## config.mk

```make
export PLATFORM = sky130hd
export DESIGN_NAME = lbu_top
export DESIGN_NICKNAME = d
export VERILOG_FILES = /design/src/common/lbu_pkg.sv /design/src/common/lbu_aux_if.sv /design/src/rtl/lbu_block_stack.sv /design/src/rtl/lbu_edge_mem.sv /design/src/rtl/lbu_top.sv
export SDC_FILE = /design/constraint.sdc
export NUM_CORES = 1
export LEC_CHECK = 0
export BUFFER_PORTS_ARGS = -buffer_cell sky130_fd_sc_hd__buf_2
export CAP_MARGIN = 20
export CORE_UTILIZATION = 30
export DETAILED_ROUTE_END_ITERATION = 7
export GPL_ROUTABILITY_DRIVEN = 0
export PLACE_DENSITY = 0.54
export SYNTH_ARGS = -nofsm -noshare
export SYNTH_HDL_FRONTEND = slang
export SYNTH_HIERARCHICAL = 1
export SYNTH_SLANG_ARGS = --single-unit
export TNS_END_PERCENT = 50
```

## constraint.sdc

```tcl
create_clock -name core_clk -period 4.37 [get_ports core_clk]
set_input_delay 0 -clock core_clk [delete_from_list [all_inputs] [get_ports core_clk]]
set_output_delay 0 -clock core_clk [all_outputs]
set_load 0.02 [all_outputs]
```

## src/common/lbu_pkg.sv

```systemverilog
// Constants, instruction layout and helpers of the ladder boolean unit
// Assumes a 32-bit program word and a one-bit relay image port
package lbu_pkg;
   localparam int WORD_W     = 32;
   localparam int OP_W       = 5;
   localparam int AREA_W     = 3;
   localparam int NUM_W      = 16;
   localparam int SLOT_W     = 6;
   localparam int EDGE_SLOTS = 64;
   localparam int STK_DEPTH  = 8;
   localparam int STK_CNT_W  = 4;
   localparam int STK_IDX_W  = 3;
   // Field positions in the first program word
   localparam int OP_LSB     = 27;
   localparam int AREA_LSB   = 24;
   localparam int IDX_BIT    = 23;

   typedef logic [OP_W-1:0]   lbu_op_t;
   typedef logic [AREA_W-1:0] lbu_area_t;

   localparam lbu_op_t OP_NOP = 5'h00, OP_LOAD_OPEN = 5'h01, OP_LOAD_CLOSED = 5'h02;
   localparam lbu_op_t OP_WRITE = 5'h03, OP_INVERT = 5'h04, OP_SERIES_OPEN = 5'h05;
   localparam lbu_op_t OP_SERIES_CLOSED = 5'h06, OP_PAR_OPEN = 5'h07, OP_PAR_CLOSED = 5'h08;
   localparam lbu_op_t OP_RISE_LOAD = 5'h09, OP_FALL_LOAD = 5'h0a, OP_RISE_SERIES = 5'h0b;
   localparam lbu_op_t OP_FALL_SERIES = 5'h0c, OP_RISE_PAR = 5'h0d, OP_FALL_PAR = 5'h0e;
   localparam lbu_op_t OP_RISE_PULSE = 5'h0f, OP_FALL_PULSE = 5'h10, OP_TOGGLE = 5'h11;
   localparam lbu_op_t OP_BLOCK_SERIES = 5'h12, OP_BLOCK_PAR = 5'h13;

   // Relay areas: input, output, internal, timer, counter, link, pulse, extra
   localparam lbu_area_t AREA_X = 3'h0, AREA_Y = 3'h1, AREA_R = 3'h2, AREA_T = 3'h3;
   localparam lbu_area_t AREA_C = 3'h4, AREA_L = 3'h5, AREA_P = 3'h6, AREA_E = 3'h7;

   // Short-form limits: 1280, 1120, 256; no limit for pulse and extra relays
   localparam logic [NUM_W-1:0] LIM_IO = 16'h0500, LIM_INT = 16'h0460;
   localparam logic [NUM_W-1:0] LIM_TC = 16'h0100, LIM_NONE = 16'hffff;

   localparam logic [STK_CNT_W-1:0] STK_FULL = 4'h8;
   localparam logic RST_READY  = 1'b1;
   localparam logic RST_RESULT = 1'b0;

   typedef enum logic [1:0] {ST_FETCH, ST_MORE, ST_READ, ST_EXEC} lbu_state_e;

   function automatic logic [NUM_W-1:0] ext_limit(input lbu_area_t a);
      if (a == AREA_R) return LIM_INT;
      else if (a == AREA_T || a == AREA_C) return LIM_TC;
      else if (a == AREA_P || a == AREA_E) return LIM_NONE;
      else return LIM_IO;
   endfunction : ext_limit

   function automatic logic is_basic(input lbu_op_t o);
      return o inside {OP_LOAD_OPEN, OP_LOAD_CLOSED, OP_WRITE, OP_SERIES_OPEN,
                       OP_SERIES_CLOSED, OP_PAR_OPEN, OP_PAR_CLOSED};
   endfunction : is_basic

   function automatic logic [1:0] extra_words(input lbu_op_t o);
      if (o == OP_TOGGLE) return 2'h2;
      else if (o >= OP_RISE_LOAD && o <= OP_FALL_PULSE) return 2'h1;
      else return 2'h0;
   endfunction : extra_words

   function automatic logic reads_img(input lbu_op_t o);
      return is_basic(o) && o != OP_WRITE || (o >= OP_RISE_LOAD && o <= OP_FALL_PAR) || o == OP_TOGGLE;
   endfunction : reads_img

   function automatic logic out_ok(input lbu_area_t a);
      return a == AREA_Y || a == AREA_R || a == AREA_L || a == AREA_E;
   endfunction : out_ok

   function automatic logic edge_term(input logic cur, input logic prev, input logic fall);
      return fall ? (!cur && prev) : (cur && !prev);
   endfunction : edge_term
endpackage : lbu_pkg

```

## src/common/lbu_aux_if.sv

```systemverilog
// Links the core to its block stack and edge history memory
// Assumes all three parties run on core_clk
`timescale 1ns/10ps
interface lbu_aux_if;
   import lbu_pkg::*;
   logic              push;
   logic              pop;
   logic              flush;
   logic              push_bit;
   logic              top_bit;
   logic              empty;
   logic              full;
   logic [SLOT_W-1:0] slot;
   logic              ed_wr;
   logic              ed_bit;
   logic              ed_prev;
   modport core (output push, pop, flush, push_bit, slot, ed_wr, ed_bit,
                 input top_bit, empty, full, ed_prev);
   modport stk  (input push, pop, flush, push_bit, output top_bit, empty, full);
   modport edg  (input slot, ed_wr, ed_bit, output ed_prev);
endinterface : lbu_aux_if

```

## src/rtl/lbu_block_stack.sv

```systemverilog
// Stack of pending chain results for block combination
// Assumes flush arrives only at the end of a scan
`timescale 1ns/10ps
module lbu_block_stack (
   input wire logic core_clk,
   input wire logic sys_rst,
   lbu_aux_if.stk   stk
);
   import lbu_pkg::*;
   logic                 mem_ff  [STK_DEPTH];
   logic                 nxt_mem [STK_DEPTH];
   logic [STK_CNT_W-1:0] cnt_ff;
   logic [STK_CNT_W-1:0] nxt_cnt;
   logic [STK_IDX_W-1:0] top_idx;

   assign stk.empty = (cnt_ff == '0);
   assign stk.full  = (cnt_ff == STK_FULL);
   assign top_idx   = cnt_ff[STK_IDX_W-1:0] - 3'h1;
   assign stk.top_bit = stk.empty ? 1'b0 : mem_ff[top_idx];

   // Flush wins; a push when full or pop when empty is dropped
   always_comb begin
      nxt_mem = mem_ff;
      nxt_cnt = cnt_ff;
      if (stk.flush) begin
         nxt_cnt = '0;
      end else if (stk.push && !stk.full) begin
         nxt_mem[cnt_ff[STK_IDX_W-1:0]] = stk.push_bit;
         nxt_cnt = cnt_ff + 4'h1;
      end else if (stk.pop && !stk.empty) begin
         nxt_cnt = cnt_ff - 4'h1;
      end
   end

   always_ff @(posedge core_clk) begin
      if (sys_rst) begin
         cnt_ff <= '0;
         for (int i = 0; i < STK_DEPTH; i++) begin
            mem_ff[i] <= 1'b0;
         end
      end else begin
         cnt_ff <= nxt_cnt;
         mem_ff <= nxt_mem;
      end
   end
endmodule : lbu_block_stack

```

## src/rtl/lbu_edge_mem.sv

```systemverilog
// Previous-scan samples of every edge instruction instance
// Assumes the core writes a slot once per execution of its instruction
`timescale 1ns/10ps
module lbu_edge_mem (
   input wire logic core_clk,
   input wire logic sys_rst,
   lbu_aux_if.edg   edg
);
   import lbu_pkg::*;
   logic prev_ff  [EDGE_SLOTS];
   logic nxt_prev [EDGE_SLOTS];

   // Read is combinational so the core sees last scan's sample
   assign edg.ed_prev = prev_ff[edg.slot];

   // Store this scan's sample for the next comparison
   always_comb begin
      nxt_prev = prev_ff;
      if (edg.ed_wr) begin
         nxt_prev[edg.slot] = edg.ed_bit;
      end
   end

   always_ff @(posedge core_clk) begin
      if (sys_rst) begin
         for (int i = 0; i < EDGE_SLOTS; i++) begin
            prev_ff[i] <= 1'b0;
         end
      end else begin
         prev_ff <= nxt_prev;
      end
   end
endmodule : lbu_edge_mem

```

## src/rtl/lbu_top.sv

```systemverilog
// Bit-logic execution core of the ladder boolean unit
// Assumes program words arrive on a valid/ready port and the relay
// image answers a read one cycle after the request
`timescale 1ns/10ps
module lbu_top (
   input  wire logic                        core_clk,
   input  wire logic                        sys_rst,
   input  wire logic                        instr_valid,
   input  wire logic [lbu_pkg::WORD_W-1:0]  instr_word,
   output logic                             instr_ready,
   input  wire logic                        scan_end,
   output logic                             img_rd_req,
   output lbu_pkg::lbu_area_t               img_area,
   output logic [lbu_pkg::NUM_W-1:0]        img_addr,
   input  wire logic                        img_rd_data,
   output logic                             img_wr_en,
   output logic                             img_wr_data,
   output logic                             result,
   output logic                             op_err
);
   import lbu_pkg::*;

   lbu_state_e        state_ff, nxt_state;
   lbu_op_t           op_ff, nxt_op;
   lbu_area_t         area_ff, nxt_area;
   logic [NUM_W-1:0]  addr_ff, nxt_addr;
   logic [1:0]        left_ff, nxt_left;
   logic [SLOT_W-1:0] slot_ff, nxt_slot;
   logic              res_ff, nxt_res;
   logic              pend_ff, nxt_pend;
   logic              rdy_ff, nxt_rdy;
   logic              rd_req_ff, nxt_rd_req;
   logic              wr_en_ff, nxt_wr_en;
   logic              wr_data_ff, nxt_wr_data;
   logic              err_ff, nxt_err;
   lbu_op_t           w_op;
   lbu_area_t         w_area;
   logic [NUM_W-1:0]  w_num;
   logic              w_long;
   logic              take;
   logic              fin;
   logic              ld;
   logic              ld_val;
   logic              v;
   logic              prev;

   lbu_aux_if aux ();

   lbu_block_stack u_stack (
      .core_clk (core_clk),
      .sys_rst  (sys_rst),
      .stk      (aux.stk)
   );

   lbu_edge_mem u_edge (
      .core_clk (core_clk),
      .sys_rst  (sys_rst),
      .edg      (aux.edg)
   );

   // Outputs straight from flops
   assign instr_ready = rdy_ff;
   assign img_rd_req  = rd_req_ff;
   assign img_area    = area_ff;
   assign img_addr    = addr_ff;
   assign img_wr_en   = wr_en_ff;
   assign img_wr_data = wr_data_ff;
   assign result      = res_ff;
   assign op_err      = err_ff;
   assign aux.slot    = slot_ff;

   // First-word fields
   assign w_op   = instr_word[OP_LSB +: OP_W];
   assign w_area = instr_word[AREA_LSB +: AREA_W];
   assign w_num  = instr_word[NUM_W-1:0];
   assign w_long = is_basic(w_op) && (instr_word[IDX_BIT] || w_num >= ext_limit(w_area));
   assign take   = instr_valid && rdy_ff;

   // Decode, fetch of extra steps and execution
   always_comb begin
      nxt_state   = state_ff;
      nxt_op      = op_ff;
      nxt_area    = area_ff;
      nxt_addr    = addr_ff;
      nxt_left    = left_ff;
      nxt_slot    = slot_ff;
      nxt_res     = res_ff;
      nxt_pend    = pend_ff;
      nxt_rdy     = rdy_ff;
      nxt_rd_req  = 1'b0;
      nxt_wr_en   = 1'b0;
      nxt_wr_data = wr_data_ff;
      nxt_err     = 1'b0;
      aux.push     = 1'b0;
      aux.pop      = 1'b0;
      aux.flush    = scan_end;
      aux.push_bit = res_ff;
      aux.ed_wr    = 1'b0;
      aux.ed_bit   = 1'b0;
      fin    = 1'b0;
      ld     = 1'b0;
      ld_val = 1'b0;
      v      = img_rd_data;
      prev   = aux.ed_prev;
      case (state_ff)
         ST_FETCH: begin
            if (take) begin
               nxt_op   = w_op;
               nxt_area = w_area;
               nxt_addr = w_num;
               nxt_left = w_long ? 2'h1 : extra_words(w_op);
               fin      = (nxt_left == 2'h0);
               if (!fin) begin
                  nxt_state = ST_MORE;
               end
            end
         end
         ST_MORE: begin
            if (take) begin
               nxt_left = left_ff - 2'h1;
               // Operand or slot sits in the last extra word
               if (left_ff == 2'h1) begin
                  fin = 1'b1;
                  if (is_basic(op_ff)) begin
                     nxt_addr = instr_word[NUM_W-1:0];
                  end else begin
                     nxt_slot = instr_word[SLOT_W-1:0];
                  end
               end
            end
         end
         ST_READ: begin
            nxt_state = ST_EXEC;
         end
         ST_EXEC: begin
            nxt_state = ST_FETCH;
            nxt_rdy   = 1'b1;
            // Contacts from any of the eight areas are accepted
            case (op_ff)
               OP_NOP: begin
               end
               OP_LOAD_OPEN: begin
                  ld     = 1'b1;
                  ld_val = v;
               end
               OP_LOAD_CLOSED: begin
                  ld     = 1'b1;
                  ld_val = !v;
               end
               OP_WRITE: begin
                  if (out_ok(area_ff)) begin
                     nxt_wr_en   = 1'b1;
                     nxt_wr_data = res_ff;
                     nxt_pend    = 1'b0;
                  end else begin
                     nxt_err = 1'b1;
                  end
               end
               OP_INVERT: nxt_res = !res_ff;
               OP_SERIES_OPEN: nxt_res = res_ff && v;
               OP_SERIES_CLOSED: nxt_res = res_ff && !v;
               OP_PAR_OPEN: nxt_res = res_ff || v;
               OP_PAR_CLOSED: nxt_res = res_ff || !v;
               OP_RISE_LOAD, OP_FALL_LOAD: begin
                  ld         = 1'b1;
                  ld_val     = edge_term(v, prev, op_ff == OP_FALL_LOAD);
                  aux.ed_wr  = 1'b1;
                  aux.ed_bit = v;
               end
               OP_RISE_SERIES, OP_FALL_SERIES: begin
                  nxt_res    = res_ff && edge_term(v, prev, op_ff == OP_FALL_SERIES);
                  aux.ed_wr  = 1'b1;
                  aux.ed_bit = v;
               end
               OP_RISE_PAR, OP_FALL_PAR: begin
                  nxt_res    = res_ff || edge_term(v, prev, op_ff == OP_FALL_PAR);
                  aux.ed_wr  = 1'b1;
                  aux.ed_bit = v;
               end
               OP_RISE_PULSE, OP_FALL_PULSE: begin
                  aux.ed_wr  = 1'b1;
                  aux.ed_bit = res_ff;
                  // Written every scan so the relay drops after one scan
                  if (area_ff == AREA_P) begin
                     nxt_wr_en   = 1'b1;
                     nxt_wr_data = edge_term(res_ff, prev, op_ff == OP_FALL_PULSE);
                  end else begin
                     nxt_err = 1'b1;
                  end
               end
               OP_TOGGLE: begin
                  aux.ed_wr  = 1'b1;
                  aux.ed_bit = res_ff;
                  if (!out_ok(area_ff)) begin
                     nxt_err = 1'b1;
                  end else if (edge_term(res_ff, prev, 1'b0)) begin
                     nxt_wr_en   = 1'b1;
                     nxt_wr_data = !v;
                  end
               end
               OP_BLOCK_SERIES, OP_BLOCK_PAR: begin
                  if (aux.empty) begin
                     nxt_err = 1'b1;
                  end else begin
                     aux.pop = 1'b1;
                     if (op_ff == OP_BLOCK_SERIES) begin
                        nxt_res = aux.top_bit && res_ff;
                     end else begin
                        nxt_res = aux.top_bit || res_ff;
                     end
                  end
               end
               default: nxt_err = 1'b1;
            endcase
         end
         default: nxt_state = ST_FETCH;
      endcase
      // All steps in: read the operand or execute at once
      if (fin) begin
         nxt_rdy = 1'b0;
         if (reads_img(nxt_op)) begin
            nxt_rd_req = 1'b1;
            nxt_state  = ST_READ;
         end else begin
            nxt_state = ST_EXEC;
         end
      end
      // Scan end closes the chain; a load in the same cycle still opens one
      if (scan_end) begin
         nxt_pend = 1'b0;
      end
      if (ld) begin
         if (pend_ff) begin
            if (aux.full) begin
               nxt_err = 1'b1;
            end else begin
               aux.push = 1'b1;
            end
         end
         nxt_res  = ld_val;
         nxt_pend = 1'b1;
      end
   end

   always_ff @(posedge core_clk) begin
      if (sys_rst) begin
         state_ff   <= ST_FETCH;
         op_ff      <= OP_NOP;
         area_ff    <= AREA_X;
         addr_ff    <= '0;
         left_ff    <= 2'h0;
         slot_ff    <= '0;
         res_ff     <= RST_RESULT;
         pend_ff    <= 1'b0;
         rdy_ff     <= RST_READY;
         rd_req_ff  <= 1'b0;
         wr_en_ff   <= 1'b0;
         wr_data_ff <= 1'b0;
         err_ff     <= 1'b0;
      end else begin
         state_ff   <= nxt_state;
         op_ff      <= nxt_op;
         area_ff    <= nxt_area;
         addr_ff    <= nxt_addr;
         left_ff    <= nxt_left;
         slot_ff    <= nxt_slot;
         res_ff     <= nxt_res;
         pend_ff    <= nxt_pend;
         rdy_ff     <= nxt_rdy;
         rd_req_ff  <= nxt_rd_req;
         wr_en_ff   <= nxt_wr_en;
         wr_data_ff <= nxt_wr_data;
         err_ff     <= nxt_err;
      end
   end
endmodule : lbu_top

```

After elaboration in Yosys (flattened, before gate mapping)
Cells that the tools add are included.
- bits in registers: 117
- bits in latches: 0
- memory bits (writable): 0
- ROM bits: 0
- input port bits: 37
- output and inout bits: 25
- logic and storage cells: 334
- memories: 0
- add/subtract/negate cells: 4
- multiply operators: 0
- div/mod/pow operators: 0
- order comparisons: 10
- equality and inequality tests: 62
- shift-type cells: 0
- muxes and demuxes: 91
- bitwise logic cells: 7
- reductions and logical operators: 74
- operators with widths (operator ; count):
    16-bit two-way mux ; 7
    64-bit bitwise mux ; 1
    1-bit two-way mux ; 55
    5-bit by 3-bit == test with 1-bit output (second input constant) ; 10
    5-bit by 4-bit == test with 1-bit output (second input constant) ; 10
    16-bit one-hot mux with 2 select lines ; 1
    5-bit by 2-bit == test with 1-bit output (second input constant) ; 6
    5-bit == test (second input constant) ; 6
    7-bit nonzero test ; 3
    3-bit == test (second input constant) ; 6
    2-bit two-way mux ; 9
    2-bit OR reduction ; 9
    1-bit logical AND ; 17
    16-bit >= comparator ; 1
    5-bit by 1-bit == test with 1-bit output (second input constant) ; 3
    2-bit inequality test (second input constant) ; 7
    14-bit OR reduction ; 1
    1-bit logical OR ; 12
    3-bit AND reduction ; 4
    3-bit nonzero test ; 4
    5-bit by 4-bit >= comparator with 1-bit output (second input constant) ; 2
    5-bit two-way mux ; 2
    3-bit by 2-bit == test with 1-bit output (second input constant) ; 3
    3-bit inequality test (second input constant) ; 3
    46 further kinds ; 66

Longest topological paths before layout
- word-level depth: 14
- depth in mapped cells: 14

By module
Netlist, hierarchy kept.
- by module, submodules not included (module ; times used ; cells an instance ; area an instance (um^2) ; seq. area each (um^2)):
    lbu_edge_mem ; 1 ; 399 ; 3210.6 ; 1281.2
    lbu_top ; 1 ; 334 ; 2736.4 ; 820.8
    lbu_block_stack ; 1 ; 76 ; 759.5 ; 240.2

Worst setup path before layout
OpenSTA, ideal clock, no wires.
- path type: register to register
- start: reg op_ff[0]
- end: reg u_stack.cnt_ff[3]
- arrival: 3.173 ns
- data required time: 4.241 ns
- setup slack: 1.068 ns
- stages on the path, launching flop included: 13
- path buffers: 2
- cell sequence: dfxtp_1 clkbuf_1 buf_2 xnor2_1 nor4_1 nand2_1 nor2_1 o21ai_0 ha_1 a21o_1 a2111oi_2 a31o_1 a211oi_2
- longest elaborated chain between the ends: 7
- elaborated cells between the ends (all ways): 17
- classes of those cells: 6 x eq/ne; 6 x mux; 5 x reduce/logical
- ends and longest elaborated chain (item ; RTL line ; source):
    start, declared ; lbu_top.sv:24 ; lbu_op_t op_ff, nxt_op;
    start signal, assigned ; lbu_top.sv:262 ; op_ff <= nxt_op;
    5-bit by 1-bit == test with 1-bit output (tied with other cells) ; lbu_top.sv:139 ; case (op_ff)
    4-bit OR reduction (no line) * ; n/a ;
    1-bit two-way mux * ; lbu_top.sv:139 ;
    1-bit two-way mux * ; lbu_top.sv:105 ; case (state_ff)
    1-bit two-way mux * ; lbu_top.sv:232 ; if (ld) begin
    net aux.push ; lbu_aux_if.sv:6 ; logic push;
    1-bit logical AND * ; lbu_block_stack.sv:27 ; end else if (stk.push && !stk.full) begin
    4-bit two-way mux / 2-bit nonzero test (equally long branches) ; n/a ;
    end signal, assigned ; lbu_block_stack.sv:42 ; cnt_ff <= nxt_cnt;
    end, declared ; lbu_block_stack.sv:12 ; logic [STK_CNT_W-1:0] cnt_ff;
The timed path passes the listed nets; every way through them passes the cells marked *.
A chain may end at the register's enable or synchronous reset.

Worst setup path after layout
- start: reg op_ff[3]
- end: reg u_edge/prev_ff[7] (netlist bit)
- elaborated cells between the ends (all ways): 17
- classes of those cells: 9 x eq/ne; 5 x mux; 3 x reduce/logical
- RTL lines (item ; RTL line ; source):
    5-bit by 4-bit == test with 1-bit output / 5-bit == test (equally long branches) ; lbu_top.sv:139 ;
    9-bit OR reduction (no line) * ; n/a ;
    1-bit two-way mux * ; lbu_top.sv:139 ;
    1-bit two-way mux * ; lbu_top.sv:105 ;
    net aux.ed_wr ; lbu_aux_if.sv:14 ; logic ed_wr;
    end signal, assigned ; lbu_edge_mem.sv:30 ; prev_ff <= nxt_prev;
    end, declared ; lbu_edge_mem.sv:10 ; logic prev_ff [EDGE_SLOTS];
Marks and branches as above.

==> summary.md <==
| Metric | Value |
|---|---|
| Clk Latency, worst-skew pair | `0.42 ns` |
| Max IR drop VDD | `0.2518 mV` |
| Clock transition at path regs | `0.05 ns` |
| Final Critical Period | `3.351 ns` |
| Post-route ant nets | `0` |
| Ys Warns | `6` |
| Final setup fails | `0` |
| Relative slew slack | `42.32%` |
| Fin util | `36.74%` |
| Mapped Nets | `871` |
| Register Area | `2342 um2` |
| First DRT Iteration DRCs | `586` |
| Vert. Die Dim | `151.5 um` |
| RSZ-0062 raised after global routing | `no` |
| Share of cells above drive strength 1 | `15.70%` |
| Area of the core | `21890 um2` |
| Post-DP HPWL | `12070 um` |
| Syn Area/Cell | `8.290 um2` |
| CTS buffer count | `17` |
| Ant. Diodes | `0` |
| Top Ports | `62` |
| Commonest cells after routing, fill and taps aside | `dfxtp_1, a21oi_1, nand3_1, o21ai_0, nor2_1` |
| CP peak stage delay | `0.72 ns` |
| Outcome | `complete, no violations` |
| Cell mode on critical path | `nand2_1` |
| Commonest non-fill, non-tap cell in the layout | `dfxtp_1` |
| Logic pwr share | `19.5%` |
| Port Buf Inserts | `54` |
| Largest net degree at the start of global routing | `75` |
| CP Capture Type | `flop` |
| Pleak | `2.955 nW` |
| Pwr Density | `397.5 nW/um2` |
| Htree depth | `4` |
| Main synth FF type | `dfxtp_1` |
| Worst path required time | `4.71 ns` |
| #FFs+latches synth | `117` |
| Area of the multi-input gates | `4041 um2` |
| Global Route Usage Sum | `17.12%` |
| DIE WIDTH | `151.5 um` |
| Switch Pwr | `0.0009729 W` |
| Fin nets | `928` |
| Final count of pins violating max slew | `0` |
| Setup TNS Final | `0 ns` |
| WL/cell | `16.54 um` |
| DRC Markers | `0` |
| Max-cap violations | `0` |
| Clock share of power | `43.5%` |
| Post-Synth Adder-Cell Area | `4.776%` |
| Post-synthesis xor/xnor area fraction | `0.7836%` |
| Seq/Total Area, Yosys | `34.93%` |
| Ys async rst share | `0%` |
| Mux contribution to synthesized area | `10.19%` |
| FMAX | `0.2984 GHz` |
| Simple-gate area share of the yosys netlist | `21.64%` |
| Cell-internal power | `0.002224 W` |
| Drt pass-1 iters | `5` |
| Compound-Gate Fraction of Synth Area | `22.76%` |
| CTS Sinks | `117` |
| Startpoint types | `flop` |
| Post-Syn Area | `6706 um2` |
| Largest area contributor in the netlist | `dfxtp_1` |
| Top-area cell type share of the netlist area | `34.93%` |
| Vias in the first global route | `5651` |
| Area growth, synth to finish | `19.93%` |
| Site row count | `54` |
| CTS tree | `done` |
| DR vias | `6266` |
| Arrival @ worst endpoint | `3.69 ns` |
| Design area | `8043 um2` |
| Worst-Margin Slew | `0.8652 ns` |
| CP Class | `reg2reg` |
| CTS Buffer Depth | `2` |
| Sw Share | `30.43%` |
| Largest family of logic cells by synthesized area | `compound AO/OA/AOI/OAI gates` |
| Post-DR vias/cell | `5.406` |
| WL final | `19170 um` |
| Die ar. | `22960 um2` |
| Filler instances | `2309` |
| Root Buffer | `clkbuf_16` |
| Synth unique cells | `79` |
| First-pass GRT wire length | `30420 um` |
| Critical Path Fanout Max | `18` |
| CP Cell Sequence | `nor4b_1 -> nand2_1 -> nand2_1 -> nor2_1 -> nor2_1 -> nand2_1 -> nor3_2 -> buf_4 -> nand3_1 -> a21oi_1` |
| Area contributors post-synth | `dfxtp_1, mux2i_1, a21oi_1, nand3_1, o21ai_0` |
| EDFF count, synth | `0` |
| Register share of total power | `37.1%` |
| Antenna violations before repair | `0` |
| Hold Vio Cnt, Final | `0` |
| Hold WC Path Type | `in2reg` |
| Starting Density | `30.64%` |
| Final period utilization | `76.69%` |
| Setup Skew | `0.01283 ns` |
| Placed inst area | `7183 um2` |
| Cells after Synth | `809` |
| # resized after CTS | `0` |
| Total grt overflow | `0` |
| CP max stage cell | `nor4b_1` |
-- metal layers --
| layer | share of wire, % | vias to the layer above | global-route usage, % |
|---|---|---|---|
| li1 | - | 3101 | - |
| met1 | 49 | 2958 | 24.52 |
| met2 | 45 | 189 | 25.82 |
| met3 | 5.3 | 18 | 3.593 |
| met4 | 1.1 | 0 | 4.505 |
| met5 | 0 | - | 0 |
-- path summary, 6_finish.rpt --
| check | slack [ns] | cells after the start | startpoint | end |
|---|---|---|---|---|
| setup / recovery | 1.02 | 10 | op_ff[3]$_SDFF_PP0_ | u_edge/prev_ff[7]$_SDFFE_PP0P_ |
| hold / removal | 0.13 | 4 | instr_valid | img_area[2]$_SDFFE_PP0P_ |
| setup reg to reg | 1.02 | 10 | op_ff[3]$_SDFF_PP0_ | u_edge/prev_ff[7]$_SDFFE_PP0P_ |
| hold reg to reg | 0.47 | 2 | u_edge/prev_ff[4]$_SDFFE_PP0P_ | u_edge/prev_ff[4]$_SDFFE_PP0P_ |
-- metrics by stage --
| step | total power, W | cells | worst slack (ns) | hold slack, ns |
|---|---|---|---|---|
| floorplan | 0.001655 | 809 | 1.068 | 0.06886 |
| global placement | 0.001808 | 1101 | 0.9728 | 0.2544 |
| detailed placement | 0.001811 | 1101 | 0.9663 | 0.2595 |
| CTS | 0.003231 | 1158 | 0.9546 | 0.1180 |
| global route | 0.003359 | 1159 | 0.7406 | 0.1475 |
| finish | 0.003197 | 1159 | 1.019 | 0.1284 |
-- sequential cells by signal, indices dropped and copies added (netlist names) --
register,cells
left_ff,2
img_area,3
instr_ready,1
img_wr_en,1
op_err,1
pend_ff,1
op_ff,5
u_edge/prev_ff,64
u_stack/mem_ff,8
aux.slot,6
img_wr_data,1
img_addr,16
state_ff,2
img_rd_req,1
u_stack/cnt_ff,4
result,1
-- cells by family (layout without fill, tap and decap cells) --
| kind of cell | count (synthesis) | after routing |
|---|---|---|
| and+or+nand+nor | 281 | 281 |
| AOI/OAI and AO/OA | 247 | 247 |
| DFF | 117 | 117 |
| buffers and inverters | 76 | 146 |
| muxes | 57 | 57 |
| adders and majority gates | 25 | 25 |
| xor gates and xnor gates | 6 | 6 |
-- critical path, delay by kind of cell, from the launching register on --
family | cells | cell delay (ns)
AOI/OAI and AO/OA | 1 | 0.16
buffers and inverters | 1 | 0.26
and+or+nand+nor | 8 | 2.37
DFF | 1 | 0.48
-- power groups by stage --
stage | clock, W | sequential (W) | combinational (W)
6_report | 0.00139 | 0.00119 | 0.000622
4_1_cts | 0.00142 | 0.00119 | 0.000620
2_1_floorplan | 0 | 0.00123 | 0.000429
3_3_place_gp | 0 | 0.00121 | 0.000599
5_1_grt | 0.00147 | 0.00120 | 0.000694
3_5_place_dp | 0 | 0.00121 | 0.000601
-- Yosys cell counts (all sizes together) (3+ instances only) --
library cell / instances
inv: 21
a211oi: 7
nor3b: 4
mux4: 8
nand3: 83
a221oi: 8
and3: 5
a311oi: 4
nand3b: 5
a211o: 4
a31oi: 4
o21ai: 88
or3: 9
a21o: 6
and2: 3
mux2i: 45
nand2b: 10
a22oi: 4
o22ai: 4
nand2: 38
dfxtp: 117
nor2b: 9
xnor2: 5
clkbuf: 33
nor2: 69
nand4: 11
a2111oi: 4
nor4: 4
a21oi: 89
ha: 24
o21a: 4
mux2: 4
buf: 22
nor3: 20
-- cell type report --
| class | instances | area share (%) |
|---|---|---|
| tap | 280 | 4.356 |
| multi-input combinational | 616 | 50.25 |
| sequential | 117 | 29.12 |
| timing repair buffer | 93 | 8.059 |
| clock inverter | 14 | 1.898 |
| inverter | 21 | 0.9801 |
| clock buffer | 18 | 5.336 |
-- timing repair --
item,CTS,global route
hold buffers,25,0
buffers inserted,0,0
endpoints found under the hold margin,35,0
Power figures use the tool's default switching activity.
